===== config.mk =====
export PLATFORM = sky130hd
export DESIGN_NAME = host_control_upper_flags
export DESIGN_NICKNAME = d
export VERILOG_FILES = /design/src/host_control_pkg.sv /design/src/host_control_upper_flags.sv
export VERILOG_INCLUDE_DIRS = /design/src /design/src/src
export SDC_FILE = /design/constraint.sdc
export NUM_CORES = 1
export LEC_CHECK = 0
export BUFFER_PORTS_ARGS = -buffer_cell sky130_fd_sc_hd__buf_4
export CAP_MARGIN = 20
export CORE_UTILIZATION = 34
export DETAILED_ROUTE_END_ITERATION = 12
export PLACE_DENSITY = 0.94
export SLEW_MARGIN = 0
export SYNTH_ARGS = -nofsm -noshare
export SYNTH_HDL_FRONTEND = slang
export SYNTH_SLANG_ARGS = --single-unit
export TNS_END_PERCENT = 50

===== constraint.sdc =====
create_clock -name clk -period 2.15 [get_ports clk]
set_input_delay 0.3225 -clock clk [delete_from_list [all_inputs] [get_ports clk]]
set_output_delay 0.3225 -clock clk [all_outputs]
set_load 0.005 [all_outputs]

===== src/host_control_defines.svh =====
/*
  Offsets, bit positions and reset values for the host control upper flags.
  Assumes a 32-bit register port with byte offsets as addresses.
*/
`ifndef HOST_CONTROL_DEFINES_SVH
`define HOST_CONTROL_DEFINES_SVH
`define HC_SET_OFFSET        8'h50
`define HC_CLEAR_OFFSET      8'h54
`define HC_BIT_IMAGE_VALID   31
`define HC_BIT_SWAP_DISABLE  30
`define HC_BIT_TARDY_ENABLE  29
`define HC_BIT_CONFIG_OWNER  23
`define HC_BIT_LINK_ON       17
`define HC_OWNER_DEFAULT     1'b1
`define HC_ACK_COMPLETE      4'h1
`define HC_ACK_TARDY         4'hB
`define HC_ACK_TYPE_ERROR    4'hE
`endif


===== src/host_control_pkg.sv =====
/*
  Types for the host control upper flags block.
  Assumes nothing beyond the defines header.
*/
package host_control_pkg;
  typedef enum logic [1:0] {
    REQ_ROM_BLOCK_READ = 2'b00,
    REQ_BUS_INFO       = 2'b01,
    REQ_OTHER_ASYNC    = 2'b10,
    REQ_NONE           = 2'b11
  } req_kind_t;
endpackage


===== src/host_control_upper_flags.sv =====
/*
  Upper flags of the host control set/clear pair, with ack selection for
  incoming requests and the tardy event pulse.
  Assumes a single-cycle register port, request kinds decoded upstream,
  and the owner strap/EEPROM value valid whenever owner_load is high.
*/
// Notes on behaviour
// - image valid set: config ROM block reads answered, atomic update allowed
// - image valid clear: config ROM block reads get ack_type_error, or ack_tardy when tardy enable is set and the node is busy
// - bus reset with image valid clear leaves ROM mapping/header/options alone
// - image valid sticks until hardware reset, soft reset or fetch error
// - byte swap disable steers swapping for DMA and outside physical accesses
// - tardy enable lets the node answer accesses to itself with ack_tardy
// - sending ack_tardy raises the ack_tardy interrupt event
// - bits 28 to 24 read as zero
// - config owner flag is read-only, loaded from EEPROM, defaults to one
// - writing ones at set address sets flags (image valid only with link off), at clear address clears only swap disable and tardy enable
// - link off: no packets received, processed or transmitted
`include "host_control_defines.svh"
`timescale 1ns/100ps
`default_nettype none
module host_control_upper_flags
  import host_control_pkg::*;
#(
  parameter int ADDR_W = 8,
  parameter int DATA_W = 32,
  parameter int ACK_W  = 4
)
(
  input  wire logic        clk,
  input  wire logic        arst_n,
  input  wire logic        clk_en,
  input  wire logic        soft_reset,
  input  wire logic        reg_write,
  input  wire logic [ADDR_W-1:0] reg_addr,
  input  wire logic [DATA_W-1:0] reg_wdata,
  output logic      [DATA_W-1:0] reg_rdata,
  input  wire logic        link_on,
  input  wire logic        owner_load,
  input  wire logic        owner_value,
  input  wire logic        bus_info_fetch_error,
  input  wire logic        bus_reset,
  input  wire logic        req_valid,
  input  wire req_kind_t   req_kind,
  input  wire logic        req_busy,
  output logic             ack_valid,
  output logic      [ACK_W-1:0] ack_code,
  output logic             rom_update_allow,
  output logic             rom_regs_update,
  output logic             byte_swap_on,
  output logic             ack_tardy_event
);

  // flag state: three host flags plus the owner strap
  logic             image_valid_reg, image_valid_next;
  logic             swap_disable_reg, swap_disable_next;
  logic             tardy_enable_reg, tardy_enable_next;
  logic             config_owner_reg, config_owner_next;

  // acknowledge state for the request port
  logic             ack_valid_reg, ack_valid_next;
  logic [ACK_W-1:0] ack_code_reg, ack_code_next;
  logic             tardy_event_reg, tardy_event_next;

  // write decode for the set and clear addresses
  logic             set_hit;
  logic             clr_hit;

  // request accepted this cycle
  logic             req_taken;

  // one address per write, so set and clear never meet in one cycle
  assign set_hit = reg_write && (reg_addr == `HC_SET_OFFSET);
  assign clr_hit = reg_write && (reg_addr == `HC_CLEAR_OFFSET);

  // flag next values from set/clear writes and hardware events
  always_comb begin
    // hold every flag unless a write or an event below moves it
    image_valid_next  = image_valid_reg;
    swap_disable_next = swap_disable_reg;
    tardy_enable_next = tardy_enable_reg;
    config_owner_next = config_owner_reg;

    // image valid: set only while link is off
    // a clear-address write does not drop it, only reset-like events do
    if (set_hit && reg_wdata[`HC_BIT_IMAGE_VALID] && !link_on) begin
      image_valid_next = 1'b1;
    end

    // fetch error or soft reset beats a set in the same cycle
    if (bus_info_fetch_error || soft_reset) begin
      image_valid_next = 1'b0;
    end

    // swap disable: ones set or clear, zeros leave the flag alone
    if (set_hit && reg_wdata[`HC_BIT_SWAP_DISABLE]) begin
      swap_disable_next = 1'b1;
    end else if (clr_hit && reg_wdata[`HC_BIT_SWAP_DISABLE]) begin
      swap_disable_next = 1'b0;
    end

    // tardy enable: same set/clear behaviour as swap disable
    if (set_hit && reg_wdata[`HC_BIT_TARDY_ENABLE]) begin
      tardy_enable_next = 1'b1;
    end else if (clr_hit && reg_wdata[`HC_BIT_TARDY_ENABLE]) begin
      tardy_enable_next = 1'b0;
    end

    // soft reset returns both plain flags to their reset value
    // and wins over a set written in the same cycle
    if (soft_reset) begin
      swap_disable_next = 1'b0;
      tardy_enable_next = 1'b0;
    end

    // owner flag follows only the EEPROM load, never a register write
    if (owner_load) begin
      config_owner_next = owner_value;
    end
  end

  // flag registers
  always_ff @(posedge clk or negedge arst_n) begin
    if (!arst_n) begin
      image_valid_reg  <= 1'b0;
      swap_disable_reg <= 1'b0;
      tardy_enable_reg <= 1'b0;
      config_owner_reg <= `HC_OWNER_DEFAULT;
    end else if (clk_en) begin
      image_valid_reg  <= image_valid_next;
      swap_disable_reg <= swap_disable_next;
      tardy_enable_reg <= tardy_enable_next;
      config_owner_reg <= config_owner_next;
    end
  end

  // a request counts only while the link is on and no soft reset runs
  assign req_taken = req_valid && link_on && !soft_reset && (req_kind != REQ_NONE);

  // acknowledge selection for incoming requests
  // priority: tardy, then type error, then complete
  always_comb begin
    // default: no ack this cycle, the code keeps its last value
    ack_valid_next   = 1'b0;
    ack_code_next    = ack_code_reg;
    tardy_event_next = 1'b0;

    if (req_taken) begin
      ack_valid_next = 1'b1;

      // busy node with tardy on answers tardy and raises the event
      if (tardy_enable_reg && req_busy) begin
        ack_code_next    = `HC_ACK_TARDY;
        tardy_event_next = 1'b1;

      // ROM block read before the image is valid is refused
      end else if (req_kind == REQ_ROM_BLOCK_READ && !image_valid_reg) begin
        ack_code_next = `HC_ACK_TYPE_ERROR;

      // everything else completes normally
      end else begin
        ack_code_next = `HC_ACK_COMPLETE;
      end
    end
  end

  // acknowledge registers
  always_ff @(posedge clk or negedge arst_n) begin
    if (!arst_n) begin
      ack_valid_reg   <= 1'b0;
      ack_code_reg    <= `HC_ACK_COMPLETE;
      tardy_event_reg <= 1'b0;
    end else if (clk_en) begin
      ack_valid_reg   <= ack_valid_next;
      ack_code_reg    <= ack_code_next;
      tardy_event_reg <= tardy_event_next;
    end
  end

  // outputs from flops (byte swap through an inverter), except the bus reset gate
  // which must follow the bus reset level in the same cycle
  assign ack_valid        = ack_valid_reg;
  assign ack_code         = ack_code_reg;
  assign ack_tardy_event  = tardy_event_reg;
  assign rom_update_allow = image_valid_reg;
  assign rom_regs_update  = bus_reset && image_valid_reg;
  assign byte_swap_on     = !swap_disable_reg;

  // readback at either address; reserved and unowned bits read zero
  // both addresses read back the same flag word
  always_comb begin
    reg_rdata = '0;

    // only the owned flags and the link echo are ever non-zero
    if (reg_addr == `HC_SET_OFFSET || reg_addr == `HC_CLEAR_OFFSET) begin
      reg_rdata[`HC_BIT_IMAGE_VALID]  = image_valid_reg;
      reg_rdata[`HC_BIT_SWAP_DISABLE] = swap_disable_reg;
      reg_rdata[`HC_BIT_TARDY_ENABLE] = tardy_enable_reg;
      reg_rdata[`HC_BIT_CONFIG_OWNER] = config_owner_reg;
      reg_rdata[`HC_BIT_LINK_ON]      = link_on;
    end
  end

endmodule
`default_nettype wire


==> reports/qor.yml <==
cells_and_area:
  num_antenna_cells: 0
  fillers: 200
  layout_common_cells: "buf_4 (38), conb_1 (27), and2_1 (7), dfrtp_1 (7), inv_1 (6)"
  drive_gt1_share_pct: 38.8
  syn_to_final_growth_pct: 32.6
  final_nets: 176
  largest_register_ffs: 3
  final_cell_area_um2: 987
  mostFrequentLayoutCell: "buf_4"
power_and_ir_drop:
  sequentialPowerShare_pct: 44.7
  power_density_mw_per_mm2: 518
  p_total_uw: 512
  pwr-share-comb_pct: 30.9
  peakVddDrop_mv: 0.227
  p_int_uw: 369
  p_leak_uw: 0.000528
  switching_share_pct: 27.9
  p_clk_share_pct: 24.5
  p_sw_uw: 143
route:
  ant_nets: 0
  vias_per_cell: 4.20
  routedWlPerCell_um: 9.99
  drtPass1Iterations: 2
  vias: 621
  drc: 0
  drtIter0Drc: 3
  wl_um: 1480
place:
  post-dp-hpwl_um: 1290
  place_area_um2: 951
  io_buffer_count: 38
  gp_congestion: 0.692
synth:
  syn_area_um2: 744
  syn_area_per_cell_um2: 9.31
  ys_seq_elements: 9
  yosysSeqAreaShare_pct: 30.6
  synth_top_area_share_pct: 28.2
  synth_area_leaders: "buf_4 (28%), dfrtp_1 (24%), dfstp_2 (7.1%)"
  synthDistinctLibCells: 26
  yosys.area.top_type: "buf_4"
  postSynthCellCount: 80
  yosys_warnings: 0
setup_path:
  slowest_stage: "and4bb_1"
  cp.buffers_inverters: 2
  critPathCaptureType: "output pin"
  startpoint_type: "input port"
  crit_family: "simple AND/OR/NAND/NOR gates"
  crit_chain: "buf_4, and4bb_1, nor4b_4, and2_1, buf_4"
  required_ns: 1.83
  worst_path_most_repeated_cell: "buf_4"
  crit_type: "input port to output pin"
  crit_fanout: 5
  arrival_ns: 1.35
  max_stage_delay_ns: 0.34
die:
  initial_core_util_pct: 37.2
  core_area_mm2: 0.00200
  die_w_um: 48.8
  rows: 16
  io_pins: 95
  die_h_um: 48.8
  die-area_mm2: 0.00238
run:
  maxCapViolations: 0
sta:
  tns_ns: 0
  hold_slack_ns: 0.282
  fin_crit_ns: 1.68
  fin_worst_skew_ns: 0.00485
  period_share_pct: 77.9
  slew_viol_final: 0
  finalSetupViolations: 0
  grt_setup_unrepaired: "false"
  hold_viol_final: 0
  max_freq_ghz: 0.597
global_routing:
  grt_max_degree: 10
  grtUsageTotal_pct: 13.1
  overflow: 0
  grt_pass1_wl_um: 2310
  grt_pass1_vias: 549
  antenna_found_initial: 0
clock_tree:
  cts_made_buffers: 3
  root_buffer: "clkbuf_4"
  clock_latency_ns: 0.26
  postCtsHoldBufs: 1
  cts_tree: "built"
  htreeDepth: 1
  cts.sinks: 9
  clkTransAtPathRegs_ns: 0.06
  post_cts_buffers: 0
  cts_resized: 0
  clock_tree.buffer_depth: 2
hold_path:
  hold_class: "input port to flop"
status:
  status: "complete, no violations"
-- layer usage --
metal	up-vias	part of all wire [%]	GRT usage, %
met5	-	0	0
met1	275	35	12.0
met3	2	9.2	3.43
li1	300	-	-
met2	44	54	24.8
met4	0	1.5	8.82
-- cells in the mapped netlist --
master	count
a21oi_1	1
nor4bb_1	1
and4bb_1	1
nor2_1	1
buf_4	28
nor4b_4	1
dfrtp_1	7
nor4b_2	1
o21ai_0	3
nand4b_1	1
inv_1	6
dfstp_2	2
a21o_4	1
conb_1	1
o22ai_1	1
a31oi_1	1
o311ai_1	2
nand2_1	5
o21a_1	1
nor3_1	1
nor3b_1	1
mux2i_1	2
mux2_1	1
and2_1	7
mux2_4	1
nand4_1	2
-- final cells by class --
class                           instances  area, µm²  share of cell area [%]
Timing Repair Buffer                   39        295                    29.9
Tap cell                               27       33.8                    3.42
Sequential cell                         9        228                    23.1
Clock buffer                            4       26.3                    2.66
Inverter                                6       22.5                    2.28
Multi-Input combinational cell         63        382                    38.7
-- logic make-up after synthesis --
logic type	Yosys count	share of synthesized area, %
multiplexers	4	6.22
AO/OA/AOI/OAI	10	9.75
other	1	0.504
AND/OR/NAND/NOR	22	21.7
flip-flops	9	30.6
buffers and inverters	34	31.3
-- worst reg2reg max path, stage by stage, from the launching register on --
cell and delay [ns]:
dfrtp_1 0.42, nor3_1 0.26, nand2_1 0.11, mux2_4 0.28
-- stage by stage --
stage | setup WS, ns | util, % | std cells
floorplan | 0.784 | - | 106
global placement | 0.467 | 47.5 | 143
detailed placement | 0.452 | 47.5 | 143
CTS | 0.452 | 49.3 | 148
global route | 0.385 | 49.3 | 148
finish | 0.475 | 49.3 | 148
-- power groups by stage --
stage                     Combinational, µW  Clock, µW  Sequential (µW)
after floorplan                         104          0              227
after global placement                  153          0              228
after detailed placement                158          0              231
after CTS                               160        134              228
after global routing                    175        139              232
final                                   158        125              229
-- final timing paths --
kind                             startpoint  slack (ns)  cells past startpoint               end
max                             reg_addr[7]        0.47                      5     reg_rdata[29]
min                             owner_value        0.28                      2  config_owner_reg
max reg2reg                rom_update_allow        1.00                      3       ack_code[0]
min reg2reg                       ack_valid        0.53                      2         ack_valid
max in group asynchronous            arst_n        1.51                      2       ack_code[0]
min in group asynchronous            arst_n        0.42                      2  swap_disable_reg
(Power assumes the default switching activity.)
